`src/i2ct_pkg.sv`:
```
// Shared constants and types for the bus time-out and interrupt-enable block.
package i2ct_pkg;

  localparam int unsigned ADDR_W = 12;
  localparam int unsigned DATA_W = 32;
  localparam int unsigned LIMIT_W = 16;
  localparam int unsigned DIV_W = 16;
  localparam int unsigned IV_W = 12;

  // Register byte offsets.
  localparam logic [11:0] OFS_STATUS   = 12'h004;
  localparam logic [11:0] OFS_EN_SET   = 12'h008;
  localparam logic [11:0] OFS_EN_CLR   = 12'h00c;
  localparam logic [11:0] OFS_LIMIT    = 12'h010;
  localparam logic [11:0] OFS_DIV      = 12'h014;
  localparam logic [11:0] OFS_EN_STAT  = 12'h018;
  localparam logic [11:0] OFS_STAT_CLR = 12'h01c;

  // Enable, status and clear registers share one bit layout.
  localparam int unsigned BIT_HOST_WAIT      = 0;
  localparam int unsigned BIT_HOST_ARB_LOST  = 4;
  localparam int unsigned BIT_HOST_FRAMING   = 6;
  localparam int unsigned BIT_TARGET_WAIT    = 8;
  localparam int unsigned BIT_TARGET_NO_HOLD = 11;
  localparam int unsigned BIT_TARGET_UNSEL   = 15;
  localparam int unsigned BIT_SNOOP_READY    = 16;
  localparam int unsigned BIT_SNOOP_OVERRUN  = 17;
  localparam int unsigned BIT_SNOOP_IDLE     = 19;
  localparam int unsigned BIT_EVENT_GAP      = 24;
  localparam int unsigned BIT_CLOCK_LOW      = 25;

  // Time-out limit register fields.
  localparam int unsigned IV_LSB = 4;
  localparam int unsigned IV_MSB = 15;
  localparam logic [3:0]  EXPIRY_FIXED_NIBBLE = 4'hf;
  localparam logic [11:0] IV_RESET = 12'hfff;
  localparam logic [15:0] DIV_RESET = 16'h0000;
  localparam logic [31:0] EN_RESET = 32'h0000_0000;

  localparam logic [1:0] RESP_OKAY   = 2'b00;
  localparam logic [1:0] RESP_SLVERR = 2'b10;

  typedef enum logic [1:0] {
    WR_IDLE     = 2'b00,
    WR_GOT_ADDR = 2'b01,
    WR_RESP     = 2'b11,
    WR_GOT_DATA = 2'b10
  } i2ct_wr_e;

  typedef enum logic {
    RD_IDLE = 1'b0,
    RD_DATA = 1'b1
  } i2ct_rd_e;

  typedef enum logic {
    BUS_IDLE = 1'b0,
    BUS_BUSY = 1'b1
  } i2ct_bus_e;

endpackage

```
`src/i2ct_watch_if.sv`:
```
// Link between the register side and the bus watcher.
`timescale 1ns/1ns
interface i2ct_watch_if;
  logic        tick;
  logic [15:0] limit;
  logic        gap_expire;
  logic        low_expire;

  modport ctl (output tick, output limit, input gap_expire, input low_expire);
  modport mon (input tick, input limit, output gap_expire, output low_expire);
endinterface

```
`src/i2ct_bus_watch.sv`:
```
// Bus line synchroniser, event detector and the two time-out counters.
`timescale 1ns/1ns
module i2ct_bus_watch (
  input  wire logic clk_sys,
  input  wire logic rst_b,
  input  wire logic scl_pin,
  input  wire logic sda_pin,
  i2ct_watch_if.mon wif
);

  typedef struct packed {
    logic [2:0]         scl_sync;
    logic [2:0]         sda_sync;
    logic               scl_lvl;
    logic               sda_lvl;
    i2ct_pkg::i2ct_bus_e bus_st;
    logic [15:0]        gap_cnt;
    logic               gap_armed;
    logic [15:0]        low_cnt;
    logic               low_armed;
    logic               gap_exp;
    logic               low_exp;
  } i2ct_watch_s;

  i2ct_watch_s s;
  i2ct_watch_s n;
  logic        scl_rise;
  logic        scl_fall;
  logic        start_seen;
  logic        stop_seen;
  logic        any_event;

  always_comb begin
    n = s;
    n.gap_exp = 1'b0;
    n.low_exp = 1'b0;
    n.scl_sync = {s.scl_sync[1:0], scl_pin};
    n.sda_sync = {s.sda_sync[1:0], sda_pin};
    // A line level is accepted only once the second and third stages agree.
    if (s.scl_sync[1] == s.scl_sync[2]) begin
      n.scl_lvl = s.scl_sync[2];
    end
    if (s.sda_sync[1] == s.sda_sync[2]) begin
      n.sda_lvl = s.sda_sync[2];
    end
    scl_rise = n.scl_lvl & ~s.scl_lvl;
    scl_fall = ~n.scl_lvl & s.scl_lvl;
    start_seen = s.scl_lvl & n.scl_lvl & s.sda_lvl & ~n.sda_lvl;
    stop_seen = s.scl_lvl & n.scl_lvl & ~s.sda_lvl & n.sda_lvl;
    any_event = scl_rise | scl_fall | start_seen | stop_seen;
    if (start_seen) begin
      n.bus_st = i2ct_pkg::BUS_BUSY;
    end else if (stop_seen) begin
      n.bus_st = i2ct_pkg::BUS_IDLE;
    end
    if (n.bus_st == i2ct_pkg::BUS_IDLE || any_event) begin
      n.gap_cnt = '0;
      n.gap_armed = 1'b1;
    end else if (wif.tick && s.gap_armed) begin
      if (s.gap_cnt >= wif.limit) begin
        n.gap_exp = 1'b1;
        n.gap_armed = 1'b0;
      end else begin
        n.gap_cnt = s.gap_cnt + 16'h0001;
      end
    end
    if (n.bus_st == i2ct_pkg::BUS_IDLE || n.scl_lvl) begin
      n.low_cnt = '0;
      n.low_armed = 1'b1;
    end else if (wif.tick && s.low_armed) begin
      if (s.low_cnt >= wif.limit) begin
        n.low_exp = 1'b1;
        n.low_armed = 1'b0;
      end else begin
        n.low_cnt = s.low_cnt + 16'h0001;
      end
    end
  end

  always_ff @(posedge clk_sys or negedge rst_b) begin
    if (!rst_b) begin
      s <= '{scl_sync: 3'h7, sda_sync: 3'h7, scl_lvl: 1'b1, sda_lvl: 1'b1,
             bus_st: i2ct_pkg::BUS_IDLE, gap_cnt: 16'h0000, gap_armed: 1'b1,
             low_cnt: 16'h0000, low_armed: 1'b1, gap_exp: 1'b0, low_exp: 1'b0};
    end else begin
      s <= n;
    end
  end

  assign wif.gap_expire = s.gap_exp;
  assign wif.low_expire = s.low_exp;

endmodule

```
`src/i2ct_top.sv`:
```
// Register slave, clock divider and interrupt logic for the bus time-out block.
// What this block does
// - Ones written to enable-clear clear matching enables.
// - Enable-clear is write-only, reads return zero.
// - Bits 0,4,6 clear host interrupt enables.
// - Bits 8,11,15 clear target interrupt enables.
// - Bits 16,17,19 clear snoop interrupt enables.
// - Bits 24,25 clear both time-out enables.
// - Two independent time-out checks are provided.
// - Event gap longer than limit sets flag.
// - SCL low longer than limit sets flag.
// - Flag interrupts only while its enable set.
// - Low four limit bits read as ones.
// - Time-out is interval plus one, times sixteen.
// - Zero gives 16, all ones 65536 clocks.
// - Function clock is system clock over divider+1.
// - Enable-set sets enables and reads current state.
//
// Added by the designer: register access over AXI4-Lite.
`timescale 1ns/1ns
module i2ct_top (
  input  wire logic        clk_sys,
  input  wire logic        rst_b,
  input  wire logic [11:0] s_axi_awaddr,
  input  wire logic        s_axi_awvalid,
  output logic             s_axi_awready,
  input  wire logic [31:0] s_axi_wdata,
  input  wire logic [3:0]  s_axi_wstrb,
  input  wire logic        s_axi_wvalid,
  output logic             s_axi_wready,
  output logic [1:0]       s_axi_bresp,
  output logic             s_axi_bvalid,
  input  wire logic        s_axi_bready,
  input  wire logic [11:0] s_axi_araddr,
  input  wire logic        s_axi_arvalid,
  output logic             s_axi_arready,
  output logic [31:0]      s_axi_rdata,
  output logic [1:0]       s_axi_rresp,
  output logic             s_axi_rvalid,
  input  wire logic        s_axi_rready,
  input  wire logic        scl_pin,
  input  wire logic        sda_pin,
  output logic [31:0]      irq_enables,
  output logic             bus_event_gap_flag,
  output logic             clock_low_overrun_flag,
  output logic             irq
);

  localparam logic [31:0] HOST_BITS = (32'h1 << i2ct_pkg::BIT_HOST_WAIT)
                                    | (32'h1 << i2ct_pkg::BIT_HOST_ARB_LOST)
                                    | (32'h1 << i2ct_pkg::BIT_HOST_FRAMING);
  localparam logic [31:0] TARGET_BITS = (32'h1 << i2ct_pkg::BIT_TARGET_WAIT)
                                      | (32'h1 << i2ct_pkg::BIT_TARGET_NO_HOLD)
                                      | (32'h1 << i2ct_pkg::BIT_TARGET_UNSEL);
  localparam logic [31:0] SNOOP_BITS = (32'h1 << i2ct_pkg::BIT_SNOOP_READY)
                                     | (32'h1 << i2ct_pkg::BIT_SNOOP_OVERRUN)
                                     | (32'h1 << i2ct_pkg::BIT_SNOOP_IDLE);
  localparam logic [31:0] TIMEOUT_BITS = (32'h1 << i2ct_pkg::BIT_EVENT_GAP)
                                       | (32'h1 << i2ct_pkg::BIT_CLOCK_LOW);
  localparam logic [31:0] EN_DEFINED = HOST_BITS | TARGET_BITS | SNOOP_BITS | TIMEOUT_BITS;

  typedef struct packed {
    i2ct_pkg::i2ct_wr_e wr_st;
    i2ct_pkg::i2ct_rd_e rd_st;
    logic               awready;
    logic               wready;
    logic               bvalid;
    logic [1:0]         bresp;
    logic               arready;
    logic               rvalid;
    logic [1:0]         rresp;
    logic [31:0]        rdata;
    logic [11:0]        wr_addr;
    logic [31:0]        wr_data;
    logic [3:0]         wr_strb;
    logic [31:0]        en;
    logic [31:0]        status;
    logic [11:0]        interval;
    logic [15:0]        div;
    logic [15:0]        div_cnt;
    logic               tick;
    logic               irq;
  } i2ct_top_s;

  i2ct_top_s   s;
  i2ct_top_s   n;
  logic        aw_hs;
  logic        w_hs;
  logic        ar_hs;
  logic        do_wr;
  logic [11:0] wa;
  logic [31:0] wd;
  logic [31:0] bm;
  logic [31:0] stat_set;
  logic [31:0] stat_clr;
  logic [15:0] lim_m;

  i2ct_watch_if wif ();

  i2ct_bus_watch u_watch (
    .clk_sys (clk_sys),
    .rst_b   (rst_b),
    .scl_pin (scl_pin),
    .sda_pin (sda_pin),
    .wif     (wif)
  );

  function automatic logic addr_ok(input logic [11:0] a);
    if (a == i2ct_pkg::OFS_STATUS) begin
      return 1'b1;
    end else if (a == i2ct_pkg::OFS_EN_SET) begin
      return 1'b1;
    end else if (a == i2ct_pkg::OFS_EN_CLR) begin
      return 1'b1;
    end else if (a == i2ct_pkg::OFS_LIMIT) begin
      return 1'b1;
    end else if (a == i2ct_pkg::OFS_DIV) begin
      return 1'b1;
    end else if (a == i2ct_pkg::OFS_EN_STAT) begin
      return 1'b1;
    end else if (a == i2ct_pkg::OFS_STAT_CLR) begin
      return 1'b1;
    end
    return 1'b0;
  endfunction

  function automatic logic [31:0] lane_mask(input logic [3:0] strb);
    logic [31:0] m;
    m = '0;
    for (int i = 0; i < 4; i++) begin
      m[i*8 +: 8] = {8{strb[i]}};
    end
    return m;
  endfunction

  always_comb begin
    n = s;
    aw_hs = s_axi_awvalid & s.awready;
    w_hs = s_axi_wvalid & s.wready;
    ar_hs = s_axi_arvalid & s.arready;
    do_wr = 1'b0;
    wa = s.wr_addr;
    wd = s.wr_data;
    bm = lane_mask(s.wr_strb);
    stat_clr = '0;
    lim_m = {s.interval, i2ct_pkg::EXPIRY_FIXED_NIBBLE};

    // Write address and data are accepted in either order.
    case (s.wr_st)
      i2ct_pkg::WR_IDLE: begin
        if (aw_hs && w_hs) begin
          do_wr = 1'b1;
          wa = s_axi_awaddr;
          wd = s_axi_wdata;
          bm = lane_mask(s_axi_wstrb);
        end else if (aw_hs) begin
          n.wr_addr = s_axi_awaddr;
          n.awready = 1'b0;
          n.wr_st = i2ct_pkg::WR_GOT_ADDR;
        end else if (w_hs) begin
          n.wr_data = s_axi_wdata;
          n.wr_strb = s_axi_wstrb;
          n.wready = 1'b0;
          n.wr_st = i2ct_pkg::WR_GOT_DATA;
        end
      end
      i2ct_pkg::WR_GOT_ADDR: begin
        if (w_hs) begin
          do_wr = 1'b1;
          wd = s_axi_wdata;
          bm = lane_mask(s_axi_wstrb);
        end
      end
      i2ct_pkg::WR_GOT_DATA: begin
        if (aw_hs) begin
          do_wr = 1'b1;
          wa = s_axi_awaddr;
        end
      end
      i2ct_pkg::WR_RESP: begin
        if (s_axi_bready) begin
          n.bvalid = 1'b0;
          n.awready = 1'b1;
          n.wready = 1'b1;
          n.wr_st = i2ct_pkg::WR_IDLE;
        end
      end
      default: begin
        n.wr_st = i2ct_pkg::WR_IDLE;
      end
    endcase

    if (do_wr) begin
      n.awready = 1'b0;
      n.wready = 1'b0;
      n.bvalid = 1'b1;
      n.bresp = addr_ok(wa) ? i2ct_pkg::RESP_OKAY : i2ct_pkg::RESP_SLVERR;
      n.wr_st = i2ct_pkg::WR_RESP;
      if (wa == i2ct_pkg::OFS_EN_SET) begin
        n.en = s.en | (wd & bm & EN_DEFINED);
      end else if (wa == i2ct_pkg::OFS_EN_CLR) begin
        n.en = s.en & ~(wd & bm & EN_DEFINED);
      end else if (wa == i2ct_pkg::OFS_LIMIT) begin
        lim_m = (lim_m & ~bm[15:0]) | (wd[15:0] & bm[15:0]);
        n.interval = lim_m[i2ct_pkg::IV_MSB:i2ct_pkg::IV_LSB];
      end else if (wa == i2ct_pkg::OFS_DIV) begin
        n.div = (s.div & ~bm[15:0]) | (wd[15:0] & bm[15:0]);
      end else if (wa == i2ct_pkg::OFS_STAT_CLR) begin
        stat_clr = wd & bm & TIMEOUT_BITS;
      end
    end

    case (s.rd_st)
      i2ct_pkg::RD_IDLE: begin
        if (ar_hs) begin
          n.arready = 1'b0;
          n.rvalid = 1'b1;
          n.rd_st = i2ct_pkg::RD_DATA;
          n.rresp = addr_ok(s_axi_araddr) ? i2ct_pkg::RESP_OKAY : i2ct_pkg::RESP_SLVERR;
          n.rdata = '0;
          if (s_axi_araddr == i2ct_pkg::OFS_STATUS) begin
            n.rdata = s.status;
          end else if (s_axi_araddr == i2ct_pkg::OFS_EN_SET) begin
            n.rdata = s.en;
          end else if (s_axi_araddr == i2ct_pkg::OFS_LIMIT) begin
            n.rdata = {16'h0000, s.interval, i2ct_pkg::EXPIRY_FIXED_NIBBLE};
          end else if (s_axi_araddr == i2ct_pkg::OFS_DIV) begin
            n.rdata = {16'h0000, s.div};
          end else if (s_axi_araddr == i2ct_pkg::OFS_EN_STAT) begin
            n.rdata = s.status & s.en;
          end
        end
      end
      i2ct_pkg::RD_DATA: begin
        if (s_axi_rready) begin
          n.rvalid = 1'b0;
          n.arready = 1'b1;
          n.rd_st = i2ct_pkg::RD_IDLE;
        end
      end
      default: begin
        n.rd_st = i2ct_pkg::RD_IDLE;
      end
    endcase

    if (s.div_cnt >= s.div) begin
      n.div_cnt = '0;
      n.tick = 1'b1;
    end else begin
      n.div_cnt = s.div_cnt + 16'h0001;
      n.tick = 1'b0;
    end

    stat_set = ({31'h0, wif.gap_expire} << i2ct_pkg::BIT_EVENT_GAP)
             | ({31'h0, wif.low_expire} << i2ct_pkg::BIT_CLOCK_LOW);
    // A flag raised in the same cycle as its clear stays set.
    n.status = (s.status & ~stat_clr) | stat_set;
    n.irq = |(n.status & n.en);
  end

  always_ff @(posedge clk_sys or negedge rst_b) begin
    if (!rst_b) begin
      s <= '{wr_st: i2ct_pkg::WR_IDLE, rd_st: i2ct_pkg::RD_IDLE, awready: 1'b1,
             wready: 1'b1, bvalid: 1'b0, bresp: i2ct_pkg::RESP_OKAY, arready: 1'b1,
             rvalid: 1'b0, rresp: i2ct_pkg::RESP_OKAY, rdata: 32'h0000_0000,
             wr_addr: 12'h000, wr_data: 32'h0000_0000, wr_strb: 4'h0,
             en: i2ct_pkg::EN_RESET, status: 32'h0000_0000,
             interval: i2ct_pkg::IV_RESET, div: i2ct_pkg::DIV_RESET,
             div_cnt: 16'h0000, tick: 1'b0, irq: 1'b0};
    end else begin
      s <= n;
    end
  end

  // limit is interval and fixed nibble
  assign wif.tick = s.tick;
  assign wif.limit = {s.interval, i2ct_pkg::EXPIRY_FIXED_NIBBLE};

  assign s_axi_awready = s.awready;
  assign s_axi_wready = s.wready;
  assign s_axi_bvalid = s.bvalid;
  assign s_axi_bresp = s.bresp;
  assign s_axi_arready = s.arready;
  assign s_axi_rvalid = s.rvalid;
  assign s_axi_rresp = s.rresp;
  assign s_axi_rdata = s.rdata;
  assign irq_enables = s.en;
  assign bus_event_gap_flag = s.status[i2ct_pkg::BIT_EVENT_GAP];
  assign clock_low_overrun_flag = s.status[i2ct_pkg::BIT_CLOCK_LOW];
  assign irq = s.irq;

endmodule

```
`config.mk`:
```
export PLATFORM = sky130hd
export DESIGN_NAME = i2ct_top
export DESIGN_NICKNAME = d
export VERILOG_FILES = /design/src/i2ct_pkg.sv /design/src/i2ct_watch_if.sv /design/src/i2ct_bus_watch.sv /design/src/i2ct_top.sv
export SDC_FILE = /design/constraint.sdc
export NUM_CORES = 1
export LEC_CHECK = 0
export ABC_CLOCK_PERIOD_IN_PS = 4900
export BUFFER_PORTS_ARGS = -buffer_cell sky130_fd_sc_hd__buf_2
export CORE_UTILIZATION = 45
export CTS_CLUSTER_DIAMETER = 150
export DETAILED_ROUTE_END_ITERATION = 12
export PLACE_DENSITY = 0.74
export SLEW_MARGIN = 5
export SYNTH_ARGS = -nofsm -noshare
export SYNTH_HDL_FRONTEND = slang
export SYNTH_SLANG_ARGS = --single-unit
```
`constraint.sdc`:
```
create_clock -name clk_sys -period 4.9 [get_ports clk_sys]
set_input_delay 0 -clock clk_sys [delete_from_list [all_inputs] [get_ports clk_sys]]
set_output_delay 0 -clock clk_sys [all_outputs]
set_load 0.02 [all_outputs]
```
# --- Word level (Yosys, flattened, before mapping) ---
# Index checks and enable logic that the tools add are counted.
word_totals:
  ff_bits: 241
  input_bits: 69
  elab_cells: 238
op_classes:
  addsub: 3
  magnitude_cmp: 3
  eq_ne: 29
  n_mux: 104
  n_bitwise: 40
  n_reduce_logical: 28
ops:
  columns: ["op", "n"]
  rows:
  - ["26-bit two-way mux", 10]
  - ["32-bit two-way mux", 8]
  - ["32-bit bitwise AND", 4]
  - ["26-bit one-hot mux with 2 select lines", 2]
  - ["12-bit by 5-bit equality test with 1-bit output, second input constant", 8]
  - ["17-bit two-way mux", 5]
  - ["32-bit by 26-bit OR with 32-bit output", 2]
  - ["1-bit two-way mux", 57]
  - ["16-bit by 1-bit adder with 16-bit output, second input constant", 3]
  - ["16-bit bitwise AND", 3]
  - ["12-bit by 4-bit equality test with 1-bit output, second input constant", 4]
  - ["16-bit greater-or-equal comparator", 3]
  - ["36-bit two-way mux", 1]
  - ["16-bit two-way mux", 2]
  - ["26-bit NOT with 32-bit output", 1]
  - ["32-bit NOT", 1]
  - ["16-bit OR", 2]
  - ["32-bit OR reduction", 1]
  - ["26-bit bitwise AND", 1]
  - ["25-bit by 26-bit OR with 26-bit output", 1]
  - ["12-bit by 3-bit equality test with 1-bit output, second input constant", 2]
  - ["12-bit two-way mux", 2]
  - ["12-bit one-hot mux with 2 select lines", 1]
  - ["2-bit two-way mux", 9]
  - ["other kinds (24)", 74]

# --- Depth between registers and ports, before layout ---
logic_depth:
  ltp_word: 17
  ltp_mapped: 11
  ltp_nobuf: 9

# --- Modules after synthesis ---
# Synthesis repeated with hierarchy kept, for this count alone.
unflattened:
  cells_unflattened: 924
  area_unflattened_um2: 9751.9
modules_own_cells:
  columns: ["module", "n_inst", "cells_each", "area_per_inst_um2"]
  rows:
  - ["i2ct_top", 1, 611, 6836.6]
  - ["i2ct_bus_watch", 1, 313, 2915.3]

# --- Least setup slack after synthesis ---
# Ideal clock, no wire load.
synth_timing:
  path_kind: "reg2reg"
  from: "register s (netlist bit s_axi_wready)"
  to: "register s (netlist bit irq_enables[16])"
  setup_time_ns: 0.125
  arrival_time_ns: 2.516
  path_slack_ns: 2.260
  stages_incl_launch_ff: 8
  n_path_buf: 0
  cell_sequence: "dfstp_2 -> a21oi_2 -> nor3_4 -> mux2_4 -> nand3b_2 -> or3b_1 -> nor2_1 -> mux2_2"
synth_between:
  elab_chain_cells: 10
synth_rtl:
  columns: ["item", "line_no", "text"]
  rows:
  - ["start: declaration", "i2ct_top.sv:85", "i2ct_top_s s;"]
  - ["start signal: assignment", "i2ct_top.sv:263", "s <= '{wr_st: i2ct_pkg::WR_IDLE, rd_st: i2ct_pkg::RD_IDLE, awready: 1'b1,"]
  - ["start signal: assignment", "i2ct_top.sv:271", "s <= n;"]
  - ["1-bit bitwise AND *", "i2ct_top.sv:139", "w_hs = s_axi_wvalid & s.wready;"]
  - ["1-bit logical AND", "i2ct_top.sv:151", "if (aw_hs && w_hs) begin"]
  - ["26-bit two-way mux", "i2ct_top.sv:151", null]
  - ["26-bit one-hot mux with 2 select lines", "i2ct_top.sv:149", "case (s.wr_st)"]
  - ["26-bit bitwise AND", "i2ct_top.sv:200, i2ct_top.sv:202", null]
  - ["26-bit NOT with 32-bit output", "i2ct_top.sv:202", "n.en = s.en & ~(wd & bm & EN_DEFINED);"]
  - ["32-bit bitwise AND", "i2ct_top.sv:202", null]
  - ["32-bit two-way mux", "i2ct_top.sv:201", "end else if (wa == i2ct_pkg::OFS_EN_CLR) begin"]
  - ["32-bit two-way mux", "i2ct_top.sv:199", "if (wa == i2ct_pkg::OFS_EN_SET) begin"]
  - ["32-bit two-way mux *", "i2ct_top.sv:193", "if (do_wr) begin"]
# Every way passes the cells marked *; elsewhere a longest branch is shown, timed or not.
# A chain may end at the register's enable or synchronous reset.

==> summary.md <==
| Metric | Value |
|---|---|
| Initial antenna violation count | `0` |
| Bufs on Longest Clock Path | `2` |
| Flops & latches, synth | `172` |
| Share of post-route cells with drive strength above 1 | `0.228` |
| WL/cell | `15.0 um` |
| Ranking of synthesized cells by area | `dfrtp_1 40%, dfstp_2 7.1%, mux2_2 6.8%, ha_1 5.9%, buf_4 5.6%` |
| R2R Setup Slk | `1880 ps` |
| Overflow after GRT | `0` |
| Commonest cells in the netlist | `147 x dfrtp_1, 98 x nand2_1, 76 x nor2_1` |
| Period minus WS final | `3020 ps` |
| PD cells | `288 nW/um2` |
| Setup TNS | `0 ps` |
| Post-DRT Antenna Nets | `0` |
| Routed vias | `6786` |
| First-pass GRT wire length | `33.0 mm` |
| Crit path launch type | `flip-flop` |
| 1st-iter DRT viols | `424` |
| Endpoints failing setup | `0` |
| Number of CTS-inserted buffers | `17` |
| RSZ-0062 raised after global routing | `false` |
| HP Class | `in -> reg` |
| CP Capture Type | `flip-flop` |
| Number of global-route vias before repair | `6684` |
| Synth Cell Area | `9280 um2` |
| Area delta synth->final | `15.3%` |
| TritonCTS Sinks | `172` |
| YS warnings | `0` |
| Die ar. | `21200 um2` |
| Syn Inst Count | `917` |
| Clock-pin slew on the worst setup and hold paths | `70 ps` |
| Final Hold Fails | `0` |
| Hold Slack | `35.9 ps` |
| Maximum number of pins on one net before global-route repair | `67` |
| Most frequent cell after synthesis | `dfrtp_1` |
| WS Path Type | `reg -> reg` |
| CP max-delay cell | `dfstp_2` |
| Post-synthesis average cell area | `10.1 um2` |
| Initial core utilization | `0.458` |
| DR pass1 iterations | `5` |
| WL final | `19.6 mm` |
| Final nets | `1139` |
| N_diodes | `0` |
| Root Buffer | `clkbuf_16` |
| Maximum fanout along the worst path | `18` |
| Clock skew | `13.3 ps` |
| Core Area | `20200 um2` |
| Setup bufs post-CTS | `0` |
| Period utilization | `0.617` |
| Critical path, cell by cell | `inv_1 > ha_1 > a41o_1 > a2111o_1 > a21oi_1 > o21ai_1 > nor4b_1 > xnor2_1 > nor2_1` |
| Fin. max-slew vios | `0` |
| Peak supply drop | `259 uV` |
| Pleak | `5.03 nW` |
| Largest area contributor in the synthesized netlist | `dfrtp_1` |
| CP peak stage delay | `540 ps` |
| EDFF count, synth | `0` |
| GRT Resource Usage Total | `0.195` |
| RePlAce Congestion | `0.834` |
| Die Width | `146 um` |
| Hpwl dp | `13.9 mm` |
| Number of top-level pins | `145` |
| Vias per cell | `5.18` |
| Synth async-reset ratio | `1.00` |
| Library cells used by synthesis | `64` |
| Rel. slew slack | `0.196` |
| Clk Latency, worst-skew pair | `440 ps` |
| H-tree depth | `4` |
| Critical Path AT | `3310 ps` |
| Max Fclk | `0.331 GHz` |
| Row count | `52` |
| I/O Buffers | `99` |
| Status | `completed` |
| Synth top area share | `0.397` |
| CTS tree | `yes` |
| DRC viols | `0` |
| Register area share after synthesis | `0.467` |
| Crit path required time | `5190 ps` |
| Slew @ Worst Pin | `1200 ps` |
| # Max-Cap Violations | `0` |
| Die Ht | `146 um` |
| Most used DFF post-synth | `dfrtp_1` |
worst paths after layout:
path | cells past startpoint | endpoint | from
hold / removal | 4 | s_axi_rdata[25] | s_axi_araddr[6]
hold reg to reg | 0 | u_watch.n[41] | u_watch.n[40]
setup / recovery | 9 | u_watch.s[34] | flip-flop
setup reg to reg | 9 | u_watch.s[34] | flip-flop
max in group asynchronous | 3 | s[129] | rst_b
min in group asynchronous | 2 | s_axi_rdata[16] | rst_b
repair_timing:
| item | 4_1_cts | 5_1_grt |
|---|---|---|
| endpoints found under the hold margin | 138 | 0 |
| hold buffers | 48 | 0 |
| resized for setup | 0 | 0 |
logic make-up (layout without fill, tap and decap cells):
family	Yosys count	count (layout)	synth area share
AND/OR/NAND/NOR	298	298	0.153
AO/OA/AOI/OAI	154	154	0.107
XOR/XNOR	33	33	0.0312
multiplexers	81	81	0.0967
other	1	34	0.000404
flip-flops	172	172	0.467
adder cells (fa/ha/maj)	46	46	0.0615
buffers and inverters	132	221	0.0835
through the flow:
step / power, W / cells / util / setup slack (ps) / area (um2)
CTS: 0.00311 / 1309 / 0.528 / 1890 / 10700
detailed placement: 0.00177 / 1229 / 0.477 / 1910 / 9650
floorplan: 0.00170 / 950 / - / 2260 / 9400
finish: 0.00308 / 1309 / 0.528 / 1880 / 10700
global placement: 0.00176 / 1229 / 0.477 / 1920 / 9650
global route: 0.00320 / 1309 / 0.528 / 1620 / 10700
placed cells by master, fill, tap and decap left out, drive strengths merged, types with 18 or more instances in the layout:
cell type    Yosys  layout
nor2            77      77
xnor2           22      22
buf             74     105
mux2            60      60
dlygate4sd3      0      48
o21ai           66      66
nand2          100     100
nor3            23      23
dfstp           25      25
nand3           23      23
mux2i           21      21
ha              44      44
conb             1      34
inv             36      43
dfrtp          147     147
clkbuf          22      18
a21oi           23      23
cell type report:
cell class                 count  area, um2
tap                          270        338
multi-input combinational    646       4290
clock inverter                14        131
timing repair buffer         153       1030
inverter                      36        135
clock buffer                  18        429
fill                        1793       9540
sequential                   172       4340
routing by layer:
metal	vias to the layer above	track usage	routed length (um)
li1	3323	-	-
met1	3297	0.254	9080
met2	144	0.326	9570
met3	22	0.0367	599
met4	0	0.0663	378
met5	-	0	0
report_power, final:
group	internal (W)	switching (W)	total (W)
clock network	0.000710	0.000596	0.00131
registers	0.00148	0.0000353	0.00151
logic	0.000107	0.000153	0.000260
total	0.00229	0.000784	0.00308
worst max-delay path: cells and delay by family (launching register included):
kind	cells	cell delay, ps
AOI/OAI and AO/OA	4	1200
xor gates and xnor gates	1	170
adders and majority gates	1	310
buffers and inverters	1	100
DFF	1	540
and+or+nand+nor	2	550
Power figures use the tool's default switching activity.
